===== config.mk =====
export PLATFORM = sky130hd
export DESIGN_NAME = ussf_engine_flat
export DESIGN_NICKNAME = d
export VERILOG_FILES = /design/src/ussf_pkg.sv /design/src/ussf_if.sv /design/src/ussf_engine.sv /design/src/flat_wrapper.sv
export SDC_FILE = /design/constraint.sdc
export NUM_CORES = 1
export LEC_CHECK = 0
export BUFFER_PORTS_ARGS = -buffer_cell sky130_fd_sc_hd__buf_2
export CAP_MARGIN = 20
export CELL_PAD_IN_SITES_DETAIL_PLACEMENT = 1
export CELL_PAD_IN_SITES_GLOBAL_PLACEMENT = 1
export CORE_MARGIN = 2
export CORE_UTILIZATION = 28
export CTS_BUF_LIST = sky130_fd_sc_hd__clkbuf_4 sky130_fd_sc_hd__clkbuf_8
export CTS_CLUSTER_SIZE = 24
export DETAILED_ROUTE_END_ITERATION = 6
export PLACE_DENSITY = 0.83
export SETUP_SLACK_MARGIN = 0.2
export SKIP_LAST_GASP = 1
export SYNTH_ARGS = -nofsm -noshare
export SYNTH_HDL_FRONTEND = slang
export SYNTH_SLANG_ARGS = --single-unit

===== constraint.sdc =====
create_clock -name clk_sys -period 1.5 [get_ports clk_sys]
set_input_delay 0.15 -clock clk_sys [delete_from_list [all_inputs] [get_ports clk_sys]]
set_output_delay 0.15 -clock clk_sys [all_outputs]
set_load 0.005 [all_outputs]

===== src/ussf_pkg.sv =====
// Shared constants and types for the serial-engine status flags.
// Assumes one clock domain shared by both ends.
package ussf_pkg;

  // ----------------------------------------------------------------
  // Flag positions
  // ----------------------------------------------------------------
  localparam int unsigned FLAG_W     = 16;
  localparam int unsigned F_SETUP    = 0;
  localparam int unsigned F_IN_RCVD  = 1;
  localparam int unsigned F_OUT_DONE = 2;
  localparam int unsigned F_IN_SENT  = 3;
  localparam int unsigned F_HALTED   = 4;
  localparam int unsigned F_NAK      = 5;
  localparam int unsigned F_TIMEOUT  = 6;
  localparam int unsigned F_TOGGLE   = 7;
  localparam int unsigned F_ATTACH   = 8;
  localparam int unsigned F_RST_BEG  = 9;
  localparam int unsigned F_RST_END  = 10;
  localparam int unsigned F_FAST     = 11;
  localparam int unsigned F_SLOW     = 12;
  localparam int unsigned F_SUSPEND  = 13;
  localparam int unsigned F_RESUME   = 14;

  // Flags the engine itself updates, never sticky
  localparam logic [15:0] LIVE_MASK  = 16'h1900;
  localparam logic [15:0] FLAG_RESET = 16'h0000;

  // ----------------------------------------------------------------
  // Controller register map (word offsets)
  // ----------------------------------------------------------------
  localparam int unsigned ADDR_W   = 4;
  localparam logic [3:0] A_FLAGS   = 4'h0;
  localparam logic [3:0] A_CLEAR   = 4'h1;
  localparam logic [3:0] A_CTRL    = 4'h2;
  localparam logic [3:0] A_EXPECT  = 4'h3;
  localparam logic [3:0] A_STATUS  = 4'h4;
  localparam int unsigned C_ROLE   = 0;
  localparam int unsigned C_SINGLE = 1;
  localparam int unsigned S_ARMED  = 0;
  localparam int unsigned S_DONE   = 1;

  // Transaction outcome codes
  typedef enum logic [2:0] {
    USSF_OK      = 3'h0,
    USSF_STALL   = 3'h1,
    USSF_NAK     = 3'h2,
    USSF_TIMEOUT = 3'h3,
    USSF_TOGGLE  = 3'h4
  } ussf_outcome_e;

  typedef enum logic [1:0] {
    USSF_SETUP = 2'h0,
    USSF_IN    = 2'h1,
    USSF_OUT   = 2'h2
  } ussf_kind_e;

  typedef enum logic [1:0] {
    USSF_SPD_FULL = 2'h0,
    USSF_SPD_HIGH = 2'h1,
    USSF_SPD_LOW  = 2'h2
  } ussf_speed_e;

endpackage


===== src/ussf_if.sv =====
// Carrier between the flag engine and its controlling logic.
// Assumes both ends share clk_sys.
`timescale 1ns/1ps
interface ussf_if;
  logic                           role_host;
  logic                           single_try_option;
  logic                           flag_clear_instruction;
  logic [ussf_pkg::FLAG_W-1:0]    clear_mask;
  logic [ussf_pkg::FLAG_W-1:0]    flags;

  modport engine (
    input  role_host,
    input  single_try_option,
    input  flag_clear_instruction,
    input  clear_mask,
    output flags
  );
  modport ctrl (
    output role_host,
    output single_try_option,
    output flag_clear_instruction,
    output clear_mask,
    input  flags
  );
endinterface


===== src/ussf_engine.sv =====
// Status-flag logic of the serial engine: turns transaction outcomes
// and bus events into flags for the controlling logic, sticky except speed and attached.
// Assumes event pulses are one clk_sys cycle wide and synchronous.
//
// Notes on behaviour
// Host SETUP NAK sets unexpected NAK
// Device illegal IN NAK sets unexpected NAK
// Controller clears NAK flag before arming
// Host timeout sets timeout flag
// Host single-try: exactly one outcome flag; here an IN or OUT NAK sets none
// Host retries: check completion before timeout
// Device timeout flag for IN only
// Device single-try: one IN outcome flag
// Pull-up connect sets attached flag
// Disconnect or VBUS low clears attached
// Controller uses D+ level, not attached
// Device reset start sets begun flag
// Device reset end sets finished flag
// Host reset updates fast-link flag
// Host reset updates slow-link flag
// Host suspend command or LPM sets suspend
// Device suspended by partner sets suspend
// Host resumed by partner sets resume
// Device resumed by partner sets resume
// Host stall sets halted instead
// Flags sticky except speed and attached
`timescale 1ns/1ps
module ussf_engine (
  input  wire logic                  clk_sys,
  input  wire logic                  rst,
  ussf_if.engine                     bus,
  input  wire logic                  txn_done,
  input  wire ussf_pkg::ussf_kind_e  txn_kind,
  input  wire ussf_pkg::ussf_outcome_e txn_outcome,
  input  wire logic                  txn_retry,
  input  wire logic                  connect_pulse,
  input  wire logic                  disconnect_pulse,
  input  wire logic                  session_valid,
  input  wire logic                  reset_start_pulse,
  input  wire logic                  reset_end_pulse,
  input  wire ussf_pkg::ussf_speed_e reset_speed,
  input  wire logic                  suspend_begin_command,
  input  wire logic                  lpm_done,
  input  wire logic                  suspended_by_peer,
  input  wire logic                  resumed_by_peer
);

  logic [ussf_pkg::FLAG_W-1:0] flags_reg;
  logic [ussf_pkg::FLAG_W-1:0] flags_next;
  logic [ussf_pkg::FLAG_W-1:0] set_v;
  logic                        host;
  logic                        report;

  assign host = bus.role_host;

  // ----------------------------------------------------------------
  // Event decode
  // ----------------------------------------------------------------
  always_comb begin
    set_v  = '0;
    // Retried timeouts still report unless single-try, but a final outcome follows
    report = txn_done && (host || txn_kind == ussf_pkg::USSF_IN);
    if (report) begin
      unique case (txn_outcome)
        ussf_pkg::USSF_OK: begin
          if (!host)
            set_v[ussf_pkg::F_IN_SENT] = 1'b1;
          else if (txn_kind == ussf_pkg::USSF_SETUP)
            set_v[ussf_pkg::F_SETUP] = 1'b1;
          else if (txn_kind == ussf_pkg::USSF_IN)
            set_v[ussf_pkg::F_IN_RCVD] = 1'b1;
          else
            set_v[ussf_pkg::F_OUT_DONE] = 1'b1;
        end
        ussf_pkg::USSF_STALL: set_v[ussf_pkg::F_HALTED] = 1'b1;
        ussf_pkg::USSF_NAK: begin
          // Host NAK counts only for SETUP; IN NAK is normal flow
          if (!host || txn_kind == ussf_pkg::USSF_SETUP)
            set_v[ussf_pkg::F_NAK] = 1'b1;
        end
        ussf_pkg::USSF_TIMEOUT: begin
          set_v[ussf_pkg::F_TIMEOUT] = 1'b1;
        end
        ussf_pkg::USSF_TOGGLE: begin
          if (host)
            set_v[ussf_pkg::F_TOGGLE] = 1'b1;
        end
        default: set_v = '0;
      endcase
      // Single-try: a retried attempt posts nothing, at most one flag per txn
      if (txn_retry && !bus.single_try_option &&
          txn_outcome == ussf_pkg::USSF_TIMEOUT) begin
        set_v = set_v; // timeout visible while retrying
      end else if (txn_retry && bus.single_try_option) begin
        set_v = '0;
      end
    end
    if (!host) begin
      set_v[ussf_pkg::F_RST_BEG] = reset_start_pulse;
      set_v[ussf_pkg::F_RST_END] = reset_end_pulse;
      set_v[ussf_pkg::F_SUSPEND] = suspended_by_peer;
    end else begin
      set_v[ussf_pkg::F_SUSPEND] = suspend_begin_command || lpm_done;
    end
    set_v[ussf_pkg::F_RESUME] = resumed_by_peer;
  end

  // ----------------------------------------------------------------
  // Flag update: set wins over clear, except attached, where clear wins
  // ----------------------------------------------------------------
  always_comb begin
    flags_next = flags_reg;
    if (bus.flag_clear_instruction)
      flags_next = flags_next & ~(bus.clear_mask & ~ussf_pkg::LIVE_MASK);
    flags_next = flags_next | (set_v & ~ussf_pkg::LIVE_MASK);
    if (connect_pulse)
      flags_next[ussf_pkg::F_ATTACH] = 1'b1;
    if (disconnect_pulse || !session_valid)
      flags_next[ussf_pkg::F_ATTACH] = 1'b0;
    if (host && reset_end_pulse) begin
      flags_next[ussf_pkg::F_FAST] =
        (reset_speed == ussf_pkg::USSF_SPD_HIGH);
      flags_next[ussf_pkg::F_SLOW] =
        (reset_speed == ussf_pkg::USSF_SPD_LOW);
    end
  end

  always_ff @(posedge clk_sys) begin
    if (rst)
      flags_reg <= ussf_pkg::FLAG_RESET;
    else
      flags_reg <= flags_next;
  end

  assign bus.flags = flags_reg;

endmodule


===== src/flat_wrapper.sv =====
// flat-port wrapper written by rule: the top's interface ports become plain ports
module ussf_engine_flat 
  (clk_sys, rst, txn_done, txn_kind, txn_outcome, txn_retry, connect_pulse, disconnect_pulse, session_valid, reset_start_pulse, reset_end_pulse, reset_speed, suspend_begin_command, lpm_done, suspended_by_peer, resumed_by_peer, bus_role_host, bus_single_try_option, bus_flag_clear_instruction, bus_clear_mask, bus_flags);
  ussf_if bus_i ();
  input  wire logic clk_sys;
  input  wire logic rst;
  input  wire logic txn_done;
  input  wire ussf_pkg::ussf_kind_e txn_kind;
  input  wire ussf_pkg::ussf_outcome_e txn_outcome;
  input  wire logic txn_retry;
  input  wire logic connect_pulse;
  input  wire logic disconnect_pulse;
  input  wire logic session_valid;
  input  wire logic reset_start_pulse;
  input  wire logic reset_end_pulse;
  input  wire ussf_pkg::ussf_speed_e reset_speed;
  input  wire logic suspend_begin_command;
  input  wire logic lpm_done;
  input  wire logic suspended_by_peer;
  input  wire logic resumed_by_peer;
  input wire logic [$bits(bus_i.role_host)-1:0] bus_role_host;
  input wire logic [$bits(bus_i.single_try_option)-1:0] bus_single_try_option;
  input wire logic [$bits(bus_i.flag_clear_instruction)-1:0] bus_flag_clear_instruction;
  input wire logic [$bits(bus_i.clear_mask)-1:0] bus_clear_mask;
  output wire logic [$bits(bus_i.flags)-1:0] bus_flags;
  assign bus_i.role_host = bus_role_host;
  assign bus_i.single_try_option = bus_single_try_option;
  assign bus_i.flag_clear_instruction = bus_flag_clear_instruction;
  assign bus_i.clear_mask = bus_clear_mask;
  assign bus_flags = bus_i.flags;
  ussf_engine u_core (.clk_sys(clk_sys), .rst(rst), .bus(bus_i), .txn_done(txn_done), .txn_kind(txn_kind), .txn_outcome(txn_outcome), .txn_retry(txn_retry), .connect_pulse(connect_pulse), .disconnect_pulse(disconnect_pulse), .session_valid(session_valid), .reset_start_pulse(reset_start_pulse), .reset_end_pulse(reset_end_pulse), .reset_speed(reset_speed), .suspend_begin_command(suspend_begin_command), .lpm_done(lpm_done), .suspended_by_peer(suspended_by_peer), .resumed_by_peer(resumed_by_peer));
endmodule

# --- Word-level counts from Yosys, hierarchy flattened ---
# Cells that the tools add are included.
totals:
  register_bits: 16
  word_cells: 48
op_classes:
  n_eq_ne: 7
  mux: 21
  n_bitwise: 3
  reduce_logical: 15
ops:
  columns: ["cell", "n"]
  rows:
  - ["$mux 16", 3]
  - ["$and 16x16->16", 1]
  - ["$not 16->16", 1]
  - ["$or 16x16->16", 1]
  - ["$mux 1", 12]
  - ["$mux 8", 1]
  - ["$eq 3x2->1 const B", 2]
  - ["$mux 2", 3]
  - ["$logic_and 1x1->1", 5]
  - ["$eq 2x1->1 const B", 2]
  - ["$logic_or 1x1->1", 4]
  - ["$mux 4", 1]
  - ["$eq 3x1->1 const B", 1]
  - ["$eq 3x3->1 const B", 1]
  - ["$logic_not 1->1", 3]
  - ["$logic_not 3->1", 1]
  - ["$mux 3", 1]
  - ["$eq 2x2->1 const B", 1]
  - ["$logic_not 2->1", 1]
  - ["$reduce_or 2->1", 1]

# --- Longest topological paths before layout ---
# Gate-level depths: netlist of the first run.
logic_depth:
  word_depth: 11
  mapped_depth: 4
  ltp_nobuf: 3

# --- Worst setup path after synthesis of the first run ---
# OpenSTA, ideal clock, no wires.
synth_timing:
  path_kind: "in2reg"
  from: "in bus_role_host"
  to: "reg u_core.flags_reg (netlist bit u_core.bus.flags[3])"
  setup_ns: 0.069
  t_arrival_ns: 0.758
  slack_ns: 0.673
  path_stages: 2
  n_path_buf: 0
  path_cell_list: "or4_1 > o21ai_1"
synth_via:
  elab_chain_len: 6
  elab_cells_between_ends: 8
  cone_classes: "mux (5); bitwise (1); reduce/logical (2)"
synth_lines:
  columns: ["element", "line_no", "source"]
  rows:
  - ["start: declaration", "flat_wrapper.sv:21", "input wire logic [$bits(bus_i.role_host)-1:0] bus_role_host;"]
  - ["$mux 1", "ussf_engine.sv:66", "if (!host)"]
  - ["$mux 4", "ussf_engine.sv:64", "unique case (txn_outcome)"]
  - ["$mux 8", "ussf_engine.sv:94", "end else if (txn_retry && bus.single_try_option) begin"]
  - ["$mux 16", "ussf_engine.sv:91", "if (txn_retry && !bus.single_try_option &&"]
  - ["$mux 16 (*)", "ussf_engine.sv:63", "if (report) begin"]
  - ["$or 16x16->16 (*)", "ussf_engine.sv:115", "flags_next = flags_next | (set_v & ~ussf_pkg::LIVE_MASK);"]
  - ["end signal: assignment", "ussf_engine.sv:130", "flags_reg <= ussf_pkg::FLAG_RESET;"]
  - ["end signal: assignment", "ussf_engine.sv:132", "flags_reg <= flags_next;"]
  - ["end: declaration", "ussf_engine.sv:48", "logic [ussf_pkg::FLAG_W-1:0] flags_reg;"]
# Mark *: on every way between the ends. The rest lies on a longest branch, timed or not.
# A chain may end at the register's enable or synchronous reset.

# --- Worst setup path after layout of the first run ---
layout_timing:
  from: "reg u_core.flags_reg (netlist bit u_core.bus.flags[7])"
  to: "out bus_flags[7]"
layout_lines:
  columns: ["element", "line_no", "source"]
  rows:
  - ["end: declaration", "flat_wrapper.sv:25", "output wire logic [$bits(bus_i.flags)-1:0] bus_flags;"]
# No word-level cell between the ends.

==> key figures, run 1 <==
Critical path
  • CP Cell Sequence: buf_2
  • R2R depth: 3
  • Flop2flop setup slack: 710 ps
  • Worst path buffer plus inverter count: 1
  • Cell family with most CP delay: flip-flops
  • Critical Path RT: 1350 ps
  • Critical path fanouts, max: 2
  • Kind of critical path: flip-flop to primary output
  • Setup crit end kind: primary output
  • R2r startpoint: u_core.bus.flags[2]
  • Critical Path Start Type: flip-flop
  • Slowest cell on crit path: dfxtp_1
  • Reg2reg end: u_core.bus.flags[2]
  • Crit path DAT: 740 ps
  • Slowest stage delay, CP: 350 ps

Floorplanning
  • Chip height: 54.2 um
  • Starting density of the core: 29.1%
  • # IOs: 55
  • Standard-cell row count: 18
  • Die area: 0.00294 mm2
  • Core area: 0.00243 mm2
  • Die width: 54.2 um

Yosys
  • Synth Warn #: 0
  • Sequential share of the synthesized area: 45.3%
  • Ys flop type: dfxtp_1
  • FF+latch count, synth: 16
  • Post-synth top area cell: dfxtp_1
  • Post-synthesis async set-or-reset flop share: 0%
  • Avg Cell Area, Syn: 8.32 um2
  • Post-Syn Area: 707 um2
  • Cell count after synthesis: 85
  • Post-synth EDFFs: 0
  • Synth top area cells: dfxtp_1, nand2_1, nand3b_1
  • Syn_nets: 124
  • Synth cell types: 30
  • Share of the synthesized area in the top cell type: 45.3%

Cells and area
  • Layout cells sized above 1: 41.9%
  • Fillers: 324
  • Ant. Diodes: 0
  • Syn-to-layout area delta: 43.5%
  • Register area: 320 um2
  • Nets: 176
  • Area of the multi-input gates: 350 um2
  • Non-filler cells, final: 166
  • Largest register FFs: 16
  • Fin util: 41.7%

Detailed routing
  • DR pass1 iterations: 1
  • Drt wl/cell: 12.4 um
  • DRT iter0 DRCs: 0
  • DRC Markers: 0
  • Routed WL: 2060 um
  • Via density: 4.83
  • Antenna viol nets, final: 0
  • Vias: 802

Global route
  • Largest net degree at the start of global routing: 20
  • Global Route Usage Sum: 15.8%
  • Number of global-route vias before repair: 801
  • Initial antenna violation count: 0
  • Total grt overflow: 0
  • First-pass GRT wire length: 3300 um

STA
  • Normalized max-slew margin: 78.4%
  • Final min period: 894 ps
  • Setup Viol. Count Final: 0
  • Slew Viols, Final: 0
  • Slew @ Worst Pin: 323 ps
  • Worst Clk Skew: 0 ps
  • RSZ-0062 raised after global routing: no
  • Max Clk Rate: 1.12 GHz
  • Final hold violation count: 0
  • Setup_tns: 0 ps
  • Fin crit share: 59.6%

Clock tree
  • CTS sink cnt: 16
  • Post-CTS setup repair buffer count: 0
  • # hold bufs at CTS: 0
  • Skew-Pair Late Insertion Delay: 280 ps
  • Total CTS buffers: 3
  • Clock Path Buffers: 2
  • Clock slew at reported path FFs: 90 ps
  • PostCTS Resize Cnt: 0
  • H-tree depth: 1
  • CTS tree: built
  • CTS root buf: clkbuf_4

Placed design
  • Port Buffer Count: 51
  • Placed cell count: 162
  • Dpl hpwl: 1700 um
  • Final GP Congestion: 0.640

Pwr
  • Leak Pwr: 0.485 nW
  • VDD IR max: 0.432 mV
  • Clock power frac: 32.5%
  • Pwr Density: 831 mW/mm2
  • Comb power frac: 15.0%
  • Pint: 647 uW
  • NetSw: 196 uW
  • Switching Share: 23.2%
  • Flop pwr share: 52.5%

Worst hold path
  • WHS Path Cells: 2
  • Hold Path Origin: disconnect_pulse
  • Hold Path End: u_core.bus.flags[8]
  • HP Class: primary input to flip-flop

Outcome
  • Outcome: completed

Run
  • Total of max-cap violations: 0
-- layer usage --
metal	vias up	GRT usage [%]	wire [um]	share of wire [%]
met5	-	0	0	0
met4	0	6.25	11	0.53
met3	2	2.46	167	8.1
met2	33	29.9	1080	53
met1	369	17.3	795	39
li1	398	-	-	-
-- final cells by class --
type                       instances  share of cell area, %
timing repair buffer              51                   25.2
inverter                           4                   1.48
multi-input combinational         61                   34.5
clock buffer                       4                   3.58
tap                               30                   3.70
sequential                        16                   31.6
-- cells by family (layout without fill, tap and decap cells) --
family                 Yosys count  count (layout)  synth area share, %
XOR/XNOR                         1               1                 1.24
flip-flops                      16              16                 45.3
AO/OA/AOI/OAI                   19              19                 17.5
AND/OR/NAND/NOR                 41              41                 30.8
buffers and inverters            8              59                 5.13
-- power groups by stage --
stage	Combinational, mW	Sequential, mW	Clock [mW]
6_report	0.126	0.442	0.274
5_1_grt	0.144	0.444	0.315
2_1_floorplan	0.0537	0.453	0
4_1_cts	0.129	0.442	0.292
3_3_place_gp	0.122	0.452	0
3_5_place_dp	0.128	0.452	0
-- metrics by stage --
step	power [mW]	setup slack (ps)	cell area [um2]	hold slack, ps
4_1_cts	0.863	591	1010	13.2
2_1_floorplan	0.507	673	707	227
6_report	0.843	606	1010	27.8
5_1_grt	0.902	536	1010	11.7
3_5_place_dp	0.580	424	978	318
3_3_place_gp	0.574	489	978	317
-- worst max path at each step --
stage / slack, ps / endpoint / cells past startpoint / startpoint
after floorplan: 670 / u_core.bus.flags[3] / 2 / bus_role_host
after global placement: 490 / u_core.bus.flags[3] / 3 / bus_role_host
after detailed placement: 420 / u_core.bus.flags[3] / 3 / bus_role_host
after CTS: 590 / bus_flags[7] / 1 / u_core.bus.flags[7]
after global routing: 540 / bus_flags[7] / 1 / u_core.bus.flags[7]
final: 610 / bus_flags[7] / 1 / u_core.bus.flags[7]
-- cell usage after synthesis, types with 2 or more instances --
cell type,count
nor2_1,6
inv_1,3
nand3_1,2
nand2_1,17
dfxtp_1,16
buf_2,2
nand3b_1,6
o21ai_1,4
nor2b_1,3
nand4b_1,2
a21oi_1,5
-- placed cells by master (no fill, tap or decap) --
| master | Yosys | routed |
|---|---|---|
| nand3_1 | 2 | 2 |
| nand3b_1 | 6 | 6 |
| clkbuf_4 | 0 | 3 |
| inv_1 | 3 | 3 |
| a21boi_2 | 1 | 1 |
| nor3_1 | 1 | 1 |
| clkbuf_8 | 0 | 1 |
| o31ai_1 | 1 | 1 |
| a31oi_1 | 1 | 1 |
| nor2b_1 | 3 | 3 |
| o21ai_0 | 1 | 1 |
| a41oi_1 | 1 | 1 |
| nand2b_1 | 1 | 1 |
| nand2_1 | 17 | 17 |
| clkinv_1 | 1 | 1 |
| a32oi_1 | 1 | 1 |
| nor4b_1 | 1 | 1 |
| o211ai_1 | 1 | 1 |
| buf_2 | 2 | 51 |
| a21boi_0 | 1 | 1 |
| dfxtp_1 | 16 | 16 |
| a211oi_1 | 1 | 1 |
| nor3b_2 | 1 | 1 |
| a21oi_1 | 5 | 5 |
| xor2_1 | 1 | 1 |
| or4_1 | 1 | 1 |
| nand4b_1 | 2 | 2 |
| o21ai_1 | 4 | 4 |
| nor2_1 | 6 | 6 |
| o41ai_1 | 1 | 1 |
Note: power is estimated with default switching activity, not from simulation.
==> run 2: changes to the inputs <==
CORE_UTILIZATION = 26   (was 28)
PLACE_DENSITY = 0.78   (was 0.83)
clock period = 0.9 ns   (was 1.5 ns; I/O delays follow)
==> run 2 against run 1 <==
  * The flow now finishes with violations (negative hold slack)
  * Utilization increased by 5.6 points
  * Via count increased by 7.9%
  * Power increased by 80%
  * Clock skew unchanged
  * Combinational power increased by 120%
  * Hold slack got worse by 77 ps
  * Largest cell class unchanged
==> key figures, run 2 (synthesis gave the netlist of run 1 again) <==
Global route
  • Total grt overflow: 0
  • Number of global-route vias before repair: 990
  • First-pass GRT wire length: 4250 um
  • Global Route Usage Sum: 17.0%
  • Initial antenna violation count: 0
  • Largest net degree at the start of global routing: 14

Cells and area
  • Most frequent cells in the layout: buf_2, nand2_1, dfxtp_2, buf_4
  • Largest register FFs: 16
  • Commonest non-fill, non-tap cell in the layout: buf_2
  • Nets: 187
  • Fin util: 47.3%
  • Final Cell Area: 0.00119 mm2
  • Ant. Diodes: 0
  • Fillers: 329
  • Layout cells sized above 1: 60.5%
  • Non-filler cells, final: 177
  • Syn-to-layout area delta: 68.7%

Worst hold path
  • WHS Path Cells: 2
  • Hold Path Origin: disconnect_pulse
  • HP Class: primary input to flip-flop

Clock tree
  • H-tree depth: 1
  • Skew-Pair Late Insertion Delay: 290 ps
  • CTS root buf: clkbuf_4
  • CTS sink cnt: 16
  • Clock slew at reported path FFs: 100 ps
  • CTS tree: built
  • Total CTS buffers: 3
  • Clock Path Buffers: 2

Critical path
  • CP Cell Sequence: buf_2
  • Worst path buffer plus inverter count: 1
  • CP Depth: 1
  • Slowest cell on crit path: dfxtp_2
  • Critical path fanouts, max: 2
  • Critical Path Start Type: flip-flop
  • Kind of critical path: flip-flop to primary output
  • Setup crit end kind: primary output
  • Slowest stage delay, CP: 340 ps
  • Critical Path RT: 810 ps
  • Cell family with most CP delay: flip-flops
  • CP Launch Point: u_core.bus.flags[11]
  • Crit path DAT: 750 ps
  • R2r startpoint: u_core.bus.flags[2]
  • R2R depth: 3

STA
  • Slew Viols, Final: 0
  • Fin crit share: 92.9%
  • Normalized max-slew margin: 75.5%
  • Worst Clk Skew: 0 ps
  • RSZ-0062 raised after global routing: yes
  • Hold_ws: -49.5 ps
  • Slew @ Worst Pin: 364 ps
  • Max Clk Rate: 1.20 GHz
  • Final hold violation count: 2
  • Final min period: 836 ps
  • Final WS setup: 63.7 ps
  • Setup Viol. Count Final: 0

Pwr
  • VDD IR max: 0.669 mV
  • Pwr Density: 1270 mW/mm2
  • Leak Pwr: 0.566 nW
  • Overall power: 1.51 mW

Floorplanning
  • Standard-cell row count: 18
  • Starting density of the core: 28.0%
  • Die width: 56.1 um
  • Die area: 0.00315 mm2
  • # IOs: 55
  • Core area: 0.00252 mm2
  • Chip height: 56.1 um

Placed design
  • Final GP Congestion: 0.709
  • Port Buffer Count: 51
  • Post-DP Area: 0.00107 mm2
  • DP Worst Slack: -33.7 ps
  • Dpl hpwl: 1920 um
  • Placed cell count: 172

Detailed routing
  • DRC Markers: 0
  • DRT iter0 DRCs: 17
  • Routed WL: 2440 um
  • DR pass1 iterations: 4
  • Via density: 4.89
  • Antenna viol nets, final: 0
  • Drt wl/cell: 13.8 um
  • Vias: 865

Run
  • Total of max-cap violations: 0

Outcome
  • Violated checks: negative hold slack
  • Outcome: finished with violations
-- run 2: cell types whose count changed in the layout (fill, tap and decap cells not counted), sizes merged --
cell	change
buf	+11
-- run 2: layer usage --
| metal | vias to the layer above | part of all wire (%) | wire (um) | GRT usage (%) |
|---|---|---|---|---|
| met4 | 0 | 0.66 | 16 | 7.14 |
| met2 | 30 | 54 | 1310 | 31.1 |
| met1 | 411 | 39 | 941 | 18.3 |
| met3 | 2 | 6.8 | 166 | 4.42 |
| met5 | - | 0 | 0 | 0 |
| li1 | 422 | - | - | - |
-- run 2: path summary, 6_finish.rpt --
| path | endpoint | slack, ps |
|---|---|---|
| max | bus_flags[11] | 60 |
| min | u_core.bus.flags[8] | -50 |
| max reg2reg | u_core.bus.flags[2] | 110 |
| min reg2reg | u_core.bus.flags[15] | 430 |
-- run 2: stage by stage --
stage / hold WS, ps / setup TNS, ps
6_report: -49.5 / 0
5_1_grt: -62.8 / 0
4_1_cts: -66.7 / 0
3_5_place_dp: 264 / -65.7
3_3_place_gp: 256 / 0
2_1_floorplan: 167 / 0
-- run 2: where the power goes --
group	switching [mW]	internal, mW
combinational	0.129	0.148
sequential	0.0111	0.731
clock	0.249	0.246
total	0.389	1.13
-- run 2: final cells by class --
type / instances / area (um2) / area share (%)
clock buffer: 4 / 36.3 / 3.04
inverter: 4 / 15.0 / 1.26
multi-input combinational: 61 / 394 / 33.1
sequential: 16 / 340 / 28.5
tap: 30 / 37.5 / 3.15
timing repair buffer: 62 / 369 / 31.0
-- run 2: repair_timing --
item                       CTS  global route
hold endpoints to repair     2             2
pin swaps                    0             1
resized for setup           18             9
setup buffers                1             0
setup endpoints to repair   17            21
==> run 3: changes to the inputs <==
--- a/config.mk
+++ b/config.mk
@@ -18,2 +18,3 @@
 export SETUP_SLACK_MARGIN = 0.2
+export SKIP_CTS_REPAIR_TIMING = 1
 export SKIP_LAST_GASP = 1
==> constraint.sdc (replaced) <==
create_clock -name clk_sys -period 0.9 [get_ports clk_sys]
set_input_delay 0.045 -clock clk_sys [delete_from_list [all_inputs] [get_ports clk_sys]]
set_output_delay 0.045 -clock clk_sys [all_outputs]
set_load 0.005 [all_outputs]
==> run 3 against run 2 <==
  * Largest cell class unchanged
  * Register-to-register slack got worse by 20 ps
  * The flow still finishes with violations (negative hold slack)
  * Clock skew unchanged
  * Design area decreased by 6.2%
  * Highest routed layer unchanged
  * Sequential power about the same
  * Power decreased by 2.6%
  * Clock-buffer cell count unchanged
  * Wire length decreased by 11%
==> key figures, run 3 (synthesis gave the netlist of run 1 again) <==
Detailed routing
  • DR pass1 iterations: 4
  • Drt wl/cell: 12.7 um
  • DRT iter0 DRCs: 15
  • Via density: 4.82
  • Antenna viol nets, final: 0
  • Vias: 820
  • Routed WL: 2160 um
  • DRC Markers: 0

STA
  • Final min period: 812 ps
  • Setup_tns: 0 ps
  • Slew Viols, Final: 0
  • Fin crit share: 90.2%
  • Max Clk Rate: 1.23 GHz
  • Setup Viol. Count Final: 0
  • RSZ-0062 raised after global routing: yes
  • Worst Clk Skew: 0 ps
  • Slew @ Worst Pin: 285 ps
  • Final hold violation count: 3
  • Hold_ws: -93.1 ps
  • Normalized max-slew margin: 81.0%

Outcome
  • Violated checks: negative hold slack
  • Outcome: finished with violations

Cells and area
  • Commonest non-fill, non-tap cell in the layout: buf_2
  • Layout cells sized above 1: 57.9%
  • Nets: 180
  • Syn-to-layout area delta: 58.2%
  • Ant. Diodes: 0
  • Largest register FFs: 16
  • Fillers: 320
  • Most frequent cells in the layout: buf_2, nand2_1, dfxtp_2, nor2_1, nand3b_1

Placed design
  • Final GP Congestion: 0.715
  • Port Buffer Count: 51
  • Dpl hpwl: 1710 um

Run
  • Total of max-cap violations: 0

Clock tree
  • H-tree depth: 1
  • Total CTS buffers: 3
  • Skew-Pair Late Insertion Delay: 280 ps
  • Clock Path Buffers: 2
  • CTS sink cnt: 16
  • CTS root buf: clkbuf_4
  • CTS tree: built
  • Clock slew at reported path FFs: 110 ps

Critical path
  • Kind of critical path: flip-flop to flip-flop
  • R2r startpoint: u_core.bus.flags[2]
  • Critical Path Start Type: flip-flop
  • CP Launch Point: u_core.bus.flags[2]
  • Critical path fanouts, max: 2
  • Critical Path RT: 1080 ps
  • Crit path DAT: 1000 ps
  • Setup crit end kind: flip-flop

Global route
  • Global Route Usage Sum: 14.5%
  • Largest net degree at the start of global routing: 14
  • First-pass GRT wire length: 3770 um
  • Number of global-route vias before repair: 864
  • Total grt overflow: 0
  • Initial antenna violation count: 0

Floorplanning
  • # IOs: 55
  • Core area: 0.00252 mm2
  • Standard-cell row count: 18
  • Chip height: 56.1 um
  • Starting density of the core: 28.0%
  • Die width: 56.1 um
  • Die area: 0.00315 mm2

Pwr
  • NetSw: 373 uW
  • Pint: 1.10 mW
  • Flop pwr share: 50.3%
  • Leak Pwr: 0.518 nW
  • Comb power frac: 16.1%
  • VDD IR max: 0.771 mV
  • Clock power frac: 33.6%
  • Pwr Density: 1320 mW/mm2
  • Switching Share: 25.3%

Worst hold path
  • HP Class: primary input to flip-flop
  • Hold Path Origin: disconnect_pulse
run 3: cell count changes in the layout (fill, tap and decap cells not counted), sizes merged:
| cell | previous run | this run |
|---|---|---|
| buf | 62 | 55 |
run 3: final timing paths:
path / endpoint / slack (ps) / cells past startpoint
worst max-delay path: u_core.bus.flags[2] / 90 / 3
worst min-delay path: u_core.bus.flags[8] / -90 / 2
worst max register to register: u_core.bus.flags[2] / 90 / 3
worst min register to register: u_core.bus.flags[15] / 450 / 2
run 3: worst max-delay path: stages (launching register included):
cell	delay [ps]
dfxtp_2	330
a21boi_2	150
a41oi_2	160
nor2_1	70
run 3: power groups by stage:
| stage | Clock, mW | Combinational (mW) | Sequential (mW) |
|---|---|---|---|
| after floorplan | 0 | 0.0895 | 0.756 |
| after CTS | 0.497 | 0.228 | 0.738 |
| final | 0.495 | 0.238 | 0.742 |
| after global placement | 0 | 0.219 | 0.753 |
| after detailed placement | 0 | 0.228 | 0.753 |
| after global routing | 0.533 | 0.268 | 0.745 |
run 3: per-layer routing:
metal	track usage, %	share of wire [%]	up-vias
met2	26.4	50	29
met5	0	0	-
li1	-	-	407
met1	17.4	42	382
met3	3.49	7.0	2
met4	2.38	0.70	0
run 3: through the flow:
step           cells  instance area [um2]  utilization [%]  total power [mW]  setup slack (ps)
2_1_floorplan     85                  707                -             0.845               177
3_3_place_gp     166                 1010             40.0             0.972              53.4
4_1_cts          170                 1040             41.4              1.46              91.4
5_1_grt          170                 1120             44.3              1.55              62.0
3_5_place_dp     166                 1010             40.0             0.981              33.6
6_report         170                 1120             44.3              1.47              88.1
run 3: area by class of cell:
cell class	count	area [um2]	area share (%)
well taps	30	37.5	3.36
repair buffers	55	317	28.3
clock buffers	4	36.3	3.24
flip-flops and latches	16	340	30.4
multi-input cells	61	373	33.3
inverters	4	15.0	1.34
